File: src/sim_pkg.sv
package sim_pkg;

    // ==========================================================
    // Register map: printed offsets are word indexes
    // ==========================================================
    localparam int unsigned SIM_ADDR_W = 12;
    localparam logic [9:0] SIM_IDX_TX0 = 10'h110;
    localparam logic [9:0] SIM_IDX_TX1 = 10'h111;
    localparam logic [9:0] SIM_IDX_CTL = 10'h112;
    localparam logic [9:0] SIM_IDX_FLG = 10'h113;
    localparam logic [9:0] SIM_IDX_RX0 = 10'h114;
    localparam logic [9:0] SIM_IDX_RX1 = 10'h115;

    // ==========================================================
    // Field positions and reset values
    // ==========================================================
    localparam int unsigned SIM_CTL_ID_LSB = 0;
    localparam int unsigned SIM_CTL_EN_BIT = 3;
    localparam int unsigned SIM_CTL_IE_BIT = 4;
    localparam int unsigned SIM_FLG_RX0 = 0;
    localparam int unsigned SIM_FLG_RX0_OVF = 1;
    localparam int unsigned SIM_FLG_RX1 = 2;
    localparam int unsigned SIM_FLG_RX1_OVF = 3;
    localparam int unsigned SIM_FLG_TX0 = 4;
    localparam int unsigned SIM_FLG_TX1 = 5;
    localparam int unsigned SIM_FLG_PEND = 6;
    localparam logic [7:0] SIM_BYTE_RST = 8'h00;
    localparam logic [6:0] SIM_FLG_RST = 7'h00;
    localparam logic [1:0] SIM_RESP_OKAY = 2'h0;
    localparam logic [1:0] SIM_RESP_SLVERR = 2'h2;

    // ==========================================================
    // Link constants
    // ==========================================================
    localparam logic [4:0] SIM_ADDR_FIXED = 5'h0B;
    localparam logic [3:0] SIM_BITS_PER_BYTE = 4'h8;
    localparam logic [1:0] SIM_IDX_END = 2'h2;

    typedef struct packed {
        logic irq_en;
        logic link_en;
        logic [1:0] addr_low_bits;
    } sim_ctrl_s;

    localparam sim_ctrl_s SIM_CTRL_RST = '0;

    typedef enum logic [2:0] {
        SIM_IDLE, SIM_ADDR, SIM_ADDR_ACK, SIM_RX, SIM_RX_ACK,
        SIM_TX, SIM_TX_ACK, SIM_TX_NEXT
    } sim_state_e;

endpackage

File: src/sim_pin_sync.sv
`timescale 1ns/100ps
module sim_pin_sync
    import sim_pkg::*;
(
    input wire logic clk,
    input wire logic resetn,
    input wire logic scl_pin,
    input wire logic sda_pin,
    output logic scl_s,
    output logic sda_s,
    output logic scl_rise,
    output logic scl_fall,
    output logic start_det,
    output logic stop_det
);

    // ==========================================================
    // Two-stage synchronisers, bus idles high
    // ==========================================================
    logic [1:0] pin_in;
    logic [1:0] meta_q;
    logic [1:0] sync_q;
    logic [1:0] prev_q;

    assign pin_in = {sda_pin, scl_pin};

    genvar g;
    generate
        for (g = 0; g < 2; g++) begin : g_sync
            always_ff @(posedge clk) begin
                if (!resetn) begin
                    meta_q[g] <= 1'b1;
                    sync_q[g] <= 1'b1;
                    prev_q[g] <= 1'b1;
                end else begin
                    meta_q[g] <= pin_in[g];
                    sync_q[g] <= meta_q[g];
                    prev_q[g] <= sync_q[g];
                end
            end
        end
    endgenerate

    // ==========================================================
    // Edge and bus condition detection
    // ==========================================================
    assign scl_s = sync_q[0];
    assign sda_s = sync_q[1];
    assign scl_rise = sync_q[0] & ~prev_q[0];
    assign scl_fall = ~sync_q[0] & prev_q[0];
    // SDA moving while SCL stays high marks start or stop
    assign start_det = sync_q[0] & prev_q[0] & prev_q[1] & ~sync_q[1];
    assign stop_det = sync_q[0] & prev_q[0] & ~prev_q[1] & sync_q[1];

endmodule // sim_pin_sync

File: src/sim_mailbox.sv
// The AXI4-Lite slave port was decided locally.
`timescale 1ns/100ps
// Function
// Read frame: start, 01011, ID bits, one
// Low address bits from control ID field
// Interface works only while enable is set
// First read byte comes from transmit zero
// Second read byte comes from transmit one
// Transmit registers: software RW, reset zero
// Receive registers capture master bytes, reset zero
// Write bytes go to receive zero, one
// Transmit one sent sets its done flag
// Transmit zero sent sets its done flag
// Receive one overwrite sets its overflow flag
// Receive one completion sets its done flag
// Receive zero overwrite sets its overflow flag
// Receive zero completion sets its done flag
// Any event sets combined pending flag
// Interrupt while pending and interrupt enabled
// Overflow means done flag still set
// Writing zero clears pending; flags reset zero
// Disabled or mismatch: no ack, no change
// Writing one keeps flags; set beats clear
module sim_mailbox
    import sim_pkg::*;
(
    input wire logic clk,
    input wire logic resetn,
    input wire logic scl_pin,
    input wire logic sda_pin,
    output logic sda_o,
    output logic sda_oe,
    output logic irq,
    input wire logic s_axi_awvalid,
    output logic s_axi_awready,
    input wire logic [SIM_ADDR_W-1:0] s_axi_awaddr,
    input wire logic s_axi_wvalid,
    output logic s_axi_wready,
    input wire logic [31:0] s_axi_wdata,
    input wire logic [3:0] s_axi_wstrb,
    output logic s_axi_bvalid,
    input wire logic s_axi_bready,
    output logic [1:0] s_axi_bresp,
    input wire logic s_axi_arvalid,
    output logic s_axi_arready,
    input wire logic [SIM_ADDR_W-1:0] s_axi_araddr,
    output logic s_axi_rvalid,
    input wire logic s_axi_rready,
    output logic [31:0] s_axi_rdata,
    output logic [1:0] s_axi_rresp
);

    // ==========================================================
    // Declarations
    // ==========================================================
    logic scl_s, sda_s, scl_rise, scl_fall, start_det, stop_det;
    sim_state_e st_q;
    logic [3:0] bitcnt_q;
    logic [7:0] sh_q;
    logic [7:0] tx_sh_q;
    logic rw_q;
    logic [1:0] idx_q;
    logic sda_oe_q;
    logic irq_q;
    sim_ctrl_s ctrl_q;
    logic [7:0] tx0_q, tx1_q, rx0_q, rx1_q;
    logic [6:0] flags_q, flags_d, flag_set;
    logic link_ok, addr_hit, rx_store, tx_done;
    logic awready_q, wready_q, bvalid_q, arready_q, rvalid_q;
    logic [1:0] bresp_q, rresp_q;
    logic [31:0] rdata_q;
    logic wr_fire, rd_fire;
    logic [9:0] wr_idx, rd_idx;
    logic [7:0] rd_byte;
    logic rd_hit, wr_hit;

    sim_pin_sync sim_pin_sync_inst (
        .clk(clk),
        .resetn(resetn),
        .scl_pin(scl_pin),
        .sda_pin(sda_pin),
        .scl_s(scl_s),
        .sda_s(sda_s),
        .scl_rise(scl_rise),
        .scl_fall(scl_fall),
        .start_det(start_det),
        .stop_det(stop_det)
    );

    // ==========================================================
    // Link events
    // ==========================================================
    assign link_ok = ctrl_q.link_en & ~start_det & ~stop_det;
    assign addr_hit = (sh_q[7:3] == SIM_ADDR_FIXED)
        && (sh_q[2:1] == ctrl_q.addr_low_bits);
    assign rx_store = link_ok && st_q == SIM_RX && scl_fall
        && bitcnt_q == SIM_BITS_PER_BYTE && idx_q != SIM_IDX_END;
    assign tx_done = link_ok && st_q == SIM_TX && scl_fall
        && bitcnt_q == SIM_BITS_PER_BYTE;

    // ==========================================================
    // Serial engine
    // ==========================================================
    always_ff @(posedge clk) begin
        if (!resetn) begin
            st_q <= SIM_IDLE;
            bitcnt_q <= 4'h0;
            sh_q <= SIM_BYTE_RST;
            tx_sh_q <= SIM_BYTE_RST;
            rw_q <= 1'b0;
            idx_q <= 2'h0;
            sda_oe_q <= 1'b0;
        end else if (!ctrl_q.link_en) begin
            st_q <= SIM_IDLE;
            sda_oe_q <= 1'b0;
        end else if (start_det) begin
            st_q <= SIM_ADDR;
            bitcnt_q <= 4'h0;
            idx_q <= 2'h0;
            sda_oe_q <= 1'b0;
        end else if (stop_det) begin
            st_q <= SIM_IDLE;
            sda_oe_q <= 1'b0;
        end else begin
            case (st_q)
                SIM_ADDR, SIM_RX: begin
                    if (scl_rise) begin
                        sh_q <= {sh_q[6:0], sda_s};
                        bitcnt_q <= bitcnt_q + 4'h1;
                    end else if (scl_fall
                            && bitcnt_q == SIM_BITS_PER_BYTE) begin
                        if (st_q == SIM_ADDR && addr_hit) begin
                            sda_oe_q <= 1'b1;
                            rw_q <= sh_q[0];
                            st_q <= SIM_ADDR_ACK;
                        end else if (st_q == SIM_RX
                                && idx_q != SIM_IDX_END) begin
                            sda_oe_q <= 1'b1;
                            idx_q <= idx_q + 2'h1;
                            st_q <= SIM_RX_ACK;
                        end else begin
                            st_q <= SIM_IDLE;
                        end
                    end
                end
                SIM_ADDR_ACK: begin
                    if (scl_fall) begin
                        bitcnt_q <= 4'h1;
                        if (rw_q) begin
                            // Data bit 7 goes out on the ack's fall
                            sda_oe_q <= ~tx0_q[7];
                            tx_sh_q <= {tx0_q[6:0], 1'b0};
                            st_q <= SIM_TX;
                        end else begin
                            bitcnt_q <= 4'h0;
                            sda_oe_q <= 1'b0;
                            st_q <= SIM_RX;
                        end
                    end
                end
                SIM_RX_ACK: begin
                    if (scl_fall) begin
                        sda_oe_q <= 1'b0;
                        bitcnt_q <= 4'h0;
                        st_q <= SIM_RX;
                    end
                end
                SIM_TX: begin
                    if (scl_fall) begin
                        if (bitcnt_q == SIM_BITS_PER_BYTE) begin
                            sda_oe_q <= 1'b0;
                            idx_q <= idx_q + 2'h1;
                            st_q <= SIM_TX_ACK;
                        end else begin
                            sda_oe_q <= ~tx_sh_q[7];
                            tx_sh_q <= {tx_sh_q[6:0], 1'b0};
                            bitcnt_q <= bitcnt_q + 4'h1;
                        end
                    end
                end
                SIM_TX_ACK: begin
                    // Master NACK ends the read; we wait for stop
                    if (scl_rise) begin
                        st_q <= sda_s ? SIM_IDLE : SIM_TX_NEXT;
                    end
                end
                SIM_TX_NEXT: begin
                    if (scl_fall) begin
                        if (idx_q == 2'h1) begin
                            sda_oe_q <= ~tx1_q[7];
                            tx_sh_q <= {tx1_q[6:0], 1'b0};
                            bitcnt_q <= 4'h1;
                            st_q <= SIM_TX;
                        end else begin
                            st_q <= SIM_IDLE;
                        end
                    end
                end
                default: begin
                    st_q <= SIM_IDLE;
                end
            endcase
        end
    end

    // ==========================================================
    // AXI4-Lite slave
    // ==========================================================
    assign wr_fire = awready_q & s_axi_awvalid;
    assign rd_fire = arready_q & s_axi_arvalid;
    assign wr_idx = s_axi_awaddr[SIM_ADDR_W-1:2];
    assign rd_idx = s_axi_araddr[SIM_ADDR_W-1:2];
    assign wr_hit = wr_idx >= SIM_IDX_TX0 && wr_idx <= SIM_IDX_RX1;
    assign rd_hit = rd_idx >= SIM_IDX_TX0 && rd_idx <= SIM_IDX_RX1;

    // Address and data are taken in the same beat once both are
    // offered; a lone channel just waits, which AXI allows
    always_ff @(posedge clk) begin
        if (!resetn) begin
            awready_q <= 1'b0;
            wready_q <= 1'b0;
            bvalid_q <= 1'b0;
            bresp_q <= SIM_RESP_OKAY;
        end else begin
            awready_q <= s_axi_awvalid & s_axi_wvalid & ~awready_q
                & ~bvalid_q;
            wready_q <= s_axi_awvalid & s_axi_wvalid & ~awready_q
                & ~bvalid_q;
            if (wr_fire) begin
                bvalid_q <= 1'b1;
                bresp_q <= wr_hit ? SIM_RESP_OKAY : SIM_RESP_SLVERR;
            end else if (s_axi_bready) begin
                bvalid_q <= 1'b0;
            end
        end
    end

    always_comb begin
        case (rd_idx)
            SIM_IDX_TX0: rd_byte = tx0_q;
            SIM_IDX_TX1: rd_byte = tx1_q;
            SIM_IDX_CTL: rd_byte = {3'h0, ctrl_q.irq_en,
                ctrl_q.link_en, 1'b0, ctrl_q.addr_low_bits};
            SIM_IDX_FLG: rd_byte = {1'b0, flags_q};
            SIM_IDX_RX0: rd_byte = rx0_q;
            SIM_IDX_RX1: rd_byte = rx1_q;
            default: rd_byte = 8'h00;
        endcase
    end

    always_ff @(posedge clk) begin
        if (!resetn) begin
            arready_q <= 1'b0;
            rvalid_q <= 1'b0;
            rdata_q <= 32'h0;
            rresp_q <= SIM_RESP_OKAY;
        end else begin
            arready_q <= s_axi_arvalid & ~arready_q & ~rvalid_q;
            if (rd_fire) begin
                rvalid_q <= 1'b1;
                rdata_q <= {24'h0, rd_byte};
                rresp_q <= rd_hit ? SIM_RESP_OKAY : SIM_RESP_SLVERR;
            end else if (s_axi_rready) begin
                rvalid_q <= 1'b0;
            end
        end
    end

    // ==========================================================
    // Holding and control registers
    // ==========================================================
    always_ff @(posedge clk) begin
        if (!resetn) begin
            tx0_q <= SIM_BYTE_RST;
            tx1_q <= SIM_BYTE_RST;
            ctrl_q <= SIM_CTRL_RST;
        end else if (wr_fire && s_axi_wstrb[0]) begin
            if (wr_idx == SIM_IDX_TX0) tx0_q <= s_axi_wdata[7:0];
            if (wr_idx == SIM_IDX_TX1) tx1_q <= s_axi_wdata[7:0];
            if (wr_idx == SIM_IDX_CTL) begin
                ctrl_q.irq_en <= s_axi_wdata[SIM_CTL_IE_BIT];
                ctrl_q.link_en <= s_axi_wdata[SIM_CTL_EN_BIT];
                ctrl_q.addr_low_bits <=
                    s_axi_wdata[SIM_CTL_ID_LSB +: 2];
            end
        end
    end

    // A master byte overrides a software write in the same cycle
    always_ff @(posedge clk) begin
        if (!resetn) begin
            rx0_q <= SIM_BYTE_RST;
            rx1_q <= SIM_BYTE_RST;
        end else if (rx_store) begin
            if (idx_q == 2'h0) rx0_q <= sh_q;
            else rx1_q <= sh_q;
        end else if (wr_fire && s_axi_wstrb[0]) begin
            if (wr_idx == SIM_IDX_RX0) rx0_q <= s_axi_wdata[7:0];
            if (wr_idx == SIM_IDX_RX1) rx1_q <= s_axi_wdata[7:0];
        end
    end

    // ==========================================================
    // Event flags and interrupt
    // ==========================================================
    always_comb begin
        flag_set = 7'h00;
        flag_set[SIM_FLG_RX0] = rx_store && idx_q == 2'h0;
        flag_set[SIM_FLG_RX1] = rx_store && idx_q == 2'h1;
        flag_set[SIM_FLG_RX0_OVF] = flag_set[SIM_FLG_RX0]
            && flags_q[SIM_FLG_RX0];
        flag_set[SIM_FLG_RX1_OVF] = flag_set[SIM_FLG_RX1]
            && flags_q[SIM_FLG_RX1];
        flag_set[SIM_FLG_TX0] = tx_done && idx_q == 2'h0;
        flag_set[SIM_FLG_TX1] = tx_done && idx_q == 2'h1;
        flag_set[SIM_FLG_PEND] = |flag_set[5:0];
        flags_d = flags_q;
        if (wr_fire && s_axi_wstrb[0] && wr_idx == SIM_IDX_FLG) begin
            flags_d = flags_q & s_axi_wdata[6:0];
        end
        flags_d = flags_d | flag_set;
    end

    always_ff @(posedge clk) begin
        if (!resetn) begin
            flags_q <= SIM_FLG_RST;
            irq_q <= 1'b0;
        end else begin
            flags_q <= flags_d;
            irq_q <= flags_q[SIM_FLG_PEND] & ctrl_q.irq_en;
        end
    end

    // Open drain: the line is only ever pulled low
    always_ff @(posedge clk) begin
        sda_o <= 1'b0;
    end

    assign sda_oe = sda_oe_q;
    assign irq = irq_q;
    assign s_axi_awready = awready_q;
    assign s_axi_wready = wready_q;
    assign s_axi_bvalid = bvalid_q;
    assign s_axi_bresp = bresp_q;
    assign s_axi_arready = arready_q;
    assign s_axi_rvalid = rvalid_q;
    assign s_axi_rdata = rdata_q;
    assign s_axi_rresp = rresp_q;
endmodule // sim_mailbox

File: config.mk
export PLATFORM = sky130hd
export DESIGN_NAME = sim_mailbox
export DESIGN_NICKNAME = d
export VERILOG_FILES = /design/src/sim_pkg.sv /design/src/sim_pin_sync.sv /design/src/sim_mailbox.sv
export SDC_FILE = /design/constraint.sdc
export NUM_CORES = 1
export LEC_CHECK = 0
export ABC_AREA = 1
export BUFFER_PORTS_ARGS = -buffer_cell sky130_fd_sc_hd__buf_2
export CAP_MARGIN = 30
export CORE_AREA = 4 4 108 89
export DETAILED_ROUTE_END_ITERATION = 8
export DIE_AREA = 0 0 112 93
export PLACE_DENSITY_LB_ADDON = 0.3
export SLEW_MARGIN = 5
export SYNTH_ARGS = -nofsm -noshare
export SYNTH_HDL_FRONTEND = slang
export SYNTH_SLANG_ARGS = --single-unit
File: constraint.sdc
create_clock -name clk -period 2.59 [get_ports clk]
set_input_delay 0.259 -clock clk [delete_from_list [all_inputs] [get_ports clk]]
set_output_delay 0.259 -clock clk [all_outputs]
set_load 0.02 [all_outputs]
==> results by stage <==
Outcome:
- The run finished with clean final reports.

Synthesis:
- The post-synth design cell area is 4960 um2.
- The mux share of post-synthesis cell area is 0%.
- In this run, synthesis inferred 0 flip-flops with an integrated enable.
- Counting flops with an async set or reset pin after synthesis yields a share of 0%.
- After synthesis, the largest family of logic cells by area is simple AND/OR/NAND/NOR gates.
- The synthesized netlist devotes 16.5% of its cell area to compound gates.
- The simple-gate portion of the synthesized area is 31.4%.
- In the synthesized netlist, the number of instances is 754.
- The average cell area after synthesis is 6.58 um2.
- The Yosys step of the flow raised 0 warnings.
- The most used flip-flop cell after synthesis is sky130_fd_sc_hd__dfxtp_1.
- The sequential cell area fraction in the yosys report is 36.3%.
- The xor and xnor fraction of the mapped netlist area is 0.353%.
- The number of storage elements in the synthesis netlist is 90.
- The adder-cell share of the synthesized area is 1.26%.
- In this run, distinct cell masters in the synthesized netlist total 32.

Global routing:
- The total global-route track usage is 26.1%.
- The initial antenna violation count is 0.
- The residual overflow from global routing is 0.
- The first global-routing pass estimated 21800 um of wire.
- Entering global routing, the biggest net connects 42 pins.
- The number of global-route vias before repair is 4576.

Finish:
- The net count of the finished layout is 875.
- 0 antenna diodes ended up in the layout.
- Of the cells placed in the final design, the portion with a size suffix greater than 1 is 12.5%.
- From synthesis to final layout, the design area changed by 8.60%.

Clocking:
- The H-tree generated during clock tree synthesis spans 3 levels.
- TritonCTS built the clock tree.
- The clock-pin slew of the registers on the worst-case setup and hold paths is 90 ps.
- The number of hold buffers added after CTS is 0.
- The number of buffers on the longest clock path is 2.
- Clock tree synthesis inserted a total of 9 buffers.
- CTS placed an instance of sky130_fd_sc_hd__clkbuf_8 at the clock tree root.
- The later pin in the worst-skew pair is clocked with a latency of 380 ps.
- Post-CTS repair changed the size of 0 cells.
- The clock drives 90 sinks.
- The setup fix buffers added after clock tree synthesis is 0.

Routing:
- The post-detailed-route via-to-cell ratio is 5.39.
- In this run, the number of DRC markers left after iteration 0 of detailed routing was 525.
- The total routed wirelength is 13500 um.
- After detailed routing, the average wire length per cell comes to 14.7 um.
- In this run the remaining antenna-violating nets after routing total 0.
- The residual DRC count is 0.
- The first detailed-routing pass took 6 iterations.
- The final route contains 4947 vias.

Critical path:
- Among cell families on the critical path, the largest total delay comes from simple AND/OR/NAND/NOR gates.
- The type of element launching the critical path is a register.
- The critical path capture point type is a register.
- The slowest stage of the critical path belongs to the cell sky130_fd_sc_hd__o21ai_0.
- In this run the critical register-to-register path is captured at rx0_q[1].
- Measured in cells, the most critical reg-to-reg path has a length of 11.
- The register-to-register path setup slack is 360 ps.
- Walking the worst path, the cells encountered are inv_1 > ha_1 > nand2_1 > nor2_1 > nand2_2 > nor2_4 > nand2_2 > o21ai_0 > nand2_1 > nand2_1 > nor2_1.
- The critical path arrival is 2520 ps.
- The stage delay of the slowest cell on the critical path is 420 ps.
- The critical path in this run is classified as register to register.
- The cell occurring most often along the worst timing path is sky130_fd_sc_hd__nand2_1.
- The worst register-to-register path begins at bitcnt_q[0].
- The largest fanout of any net on the critical path is 20.
- The worst path required time is 2870 ps.
- The total buffers and inverters traversed by the critical path is 1.

Place:
- The count of buffers added on input and output ports is 54.
- The post-detailed-placement half-perimeter wirelength is 10200 um.
- At the end of routability-driven placement, the weighted congestion stood at 0.902.

Floorplanning:
- The die covers 10400 um2.
- The total number of placement rows is 30.
- The height of the die is 93 um.
- The number of I/O pins is 113.
- The starting utilization of the core area is 58.7%.
- In this run the standard cell core region covers 8450 um2.
- From left edge to right edge, the die measures 112 um.

Timing:
- For the final database, setup skew stands at 12.0 ps.
- The time the worst path needs with I/O delays and setup is 2230 ps.
- The final setup violation count is 0.
- The post-route setup TNS is 0 ps.
- The final cycle utilization of the critical path is 86.3%.
- Setup repair after global routing left no endpoint under its margin.
- The transition time at the pin with the least slew margin is 657 ps.
- In this run the tightest slew margin relative to its limit is 56.2%.
- The number of hold-slack violations in the final timing report is 0.
- The number of max-slew violations in the final report is 0.
- The upper clock frequency limit is 0.448 GHz.
- Hold is met by 65.3 ps.

Pwr:
- The leakage power total is 0.00241 uW.
- Power spread over the standard cell area amounts to 479 nW/um2.
- IR analysis of the VDD net gives a maximum drop of 351 uV.

Min path:
- The worst hold path was traced through 2 stages.
- The startpoint of the tightest hold check path is scl_pin.
- The endpoint of the worst hold-timing path is sim_pin_sync_inst.meta_q[0].
- The type of the tightest min-delay check is primary input to register.

Run:
- The tool flagged a number of max-cap violations equal to 0.
## metrics by stage
step           utilization (%)  setup slack (ps)  instance area (um2)  power, uW  std cells
6_report                  63.8               356                 5390       2580        917
5_1_grt                   63.8               165                 5390       2670        917
4_1_cts                   63.8               398                 5390       2580        917
3_5_place_dp              61.5               419                 5190       1640        902
3_3_place_gp              61.5               507                 5190       1630        902
2_1_floorplan                -               855                 5060       1600        780
## registers in the layout, summed over array words and instances, names as in the netlist, 3 cells and up
name         count
rx1_q            8
tx1_q            8
tx0_q            8
rx0_q            8
s_axi_rdata      8
ctrl_q           4
sh_q             8
flags_q          7
tx_sh_q          7
st_q             3
bitcnt_q         4
## worst reg2reg max path, cell delays in order (launching register included)
cell                      delay (ps)
sky130_fd_sc_hd__dfxtp_1         340
sky130_fd_sc_hd__inv_1           100
sky130_fd_sc_hd__ha_1            180
sky130_fd_sc_hd__nand2_1          50
sky130_fd_sc_hd__nor2_1          230
sky130_fd_sc_hd__nand2_2         150
sky130_fd_sc_hd__nor2_4          210
sky130_fd_sc_hd__nand2_2         250
sky130_fd_sc_hd__o21ai_0         430
sky130_fd_sc_hd__nand2_1         110
sky130_fd_sc_hd__nand2_1          70
sky130_fd_sc_hd__nor2_1           40
## worst max path at each step
stage,slack [ps],startpoint,endpoint,cells past startpoint
3_3_place_gp,510,bitcnt_q[0],rx0_q[1],11
4_1_cts,400,bitcnt_q[0],rx0_q[1],11
6_report,360,bitcnt_q[0],rx0_q[1],11
3_5_place_dp,420,bitcnt_q[0],rx0_q[1],11
2_1_floorplan,860,idx_q[0],rx1_q[6],14
5_1_grt,170,st_q[2],tx_sh_q[4],7
## report_power, final
part	switching, uW	internal [uW]	total (uW)	leakage (uW)
clock	500	469	970	0.0000994
sequential	7.03	1390	1400	0.000727
combinational	151	58.1	209	0.00159
## cells in the final DEF, fill, tap and decap left out, types with 2 or more instances in the layout
cell | Yosys | routed
sky130_fd_sc_hd__nand3_2 | 3 | 3
sky130_fd_sc_hd__a21oi_1 | 64 | 64
sky130_fd_sc_hd__o21bai_1 | 9 | 9
sky130_fd_sc_hd__nor3_4 | 3 | 3
sky130_fd_sc_hd__clkinv_4 | 0 | 2
sky130_fd_sc_hd__nor2_2 | 3 | 3
sky130_fd_sc_hd__ha_1 | 5 | 5
sky130_fd_sc_hd__buf_4 | 28 | 6
sky130_fd_sc_hd__nor2_1 | 107 | 107
sky130_fd_sc_hd__buf_2 | 4 | 54
sky130_fd_sc_hd__a41oi_1 | 2 | 2
sky130_fd_sc_hd__nand2_1 | 141 | 141
sky130_fd_sc_hd__or2_2 | 5 | 5
sky130_fd_sc_hd__o22ai_1 | 6 | 6
sky130_fd_sc_hd__nor2_4 | 2 | 2
sky130_fd_sc_hd__clkbuf_8 | 0 | 10
sky130_fd_sc_hd__inv_1 | 96 | 96
sky130_fd_sc_hd__dfxtp_1 | 90 | 90
sky130_fd_sc_hd__conb_1 | 1 | 27
sky130_fd_sc_hd__nand4_1 | 21 | 21
sky130_fd_sc_hd__nor3_1 | 9 | 9
sky130_fd_sc_hd__nand2_2 | 6 | 6
sky130_fd_sc_hd__inv_2 | 3 | 3
sky130_fd_sc_hd__nand3_1 | 47 | 47
sky130_fd_sc_hd__o21ai_0 | 75 | 75
## per-layer routing
layer | vias to the layer above | track usage [%] | share of wire [%]
met3 | 20 | 6.60 | 9.2
met4 | 0 | 6.91 | 1.5
met5 | - | 0 | 0
met2 | 222 | 41.1 | 44
li1 | 2474 | - | -
met1 | 2231 | 36.1 | 45
## final cells by class
cell class / instances / area, um2
Fill cell: 788 / 3060
Clock buffer: 11 / 141
Tap cell: 112 / 140
Sequential cell: 90 / 1800
Timing Repair Buffer: 60 / 315
Multi-Input combinational cell: 540 / 2560
Clock inverter: 4 / 52.6
Inverter: 100 / 378
## Yosys cell counts (all sizes together) (6+ instances only)
library cell	n	share of area (%)
nor3	12	1.9
buf	36	5.4
clkbuf	14	1.1
o22ai	6	0.76
o21ai	75	7.6
o21bai	9	1.4
nand3	50	5.3
dfxtp	90	36
a21oi	64	6.5
nand4	21	2.6
inv	100	7.6
nor2	112	8.9
nand2	148	12
## cell families after synthesis
logic type	after synthesis
AO/OA/AOI/OAI	156
adder cells (fa/ha/maj)	5
XOR/XNOR	2
buffers and inverters	150
other	1
AND/OR/NAND/NOR	350
flip-flops	90
Note: power is estimated with default switching activity, not from simulation.
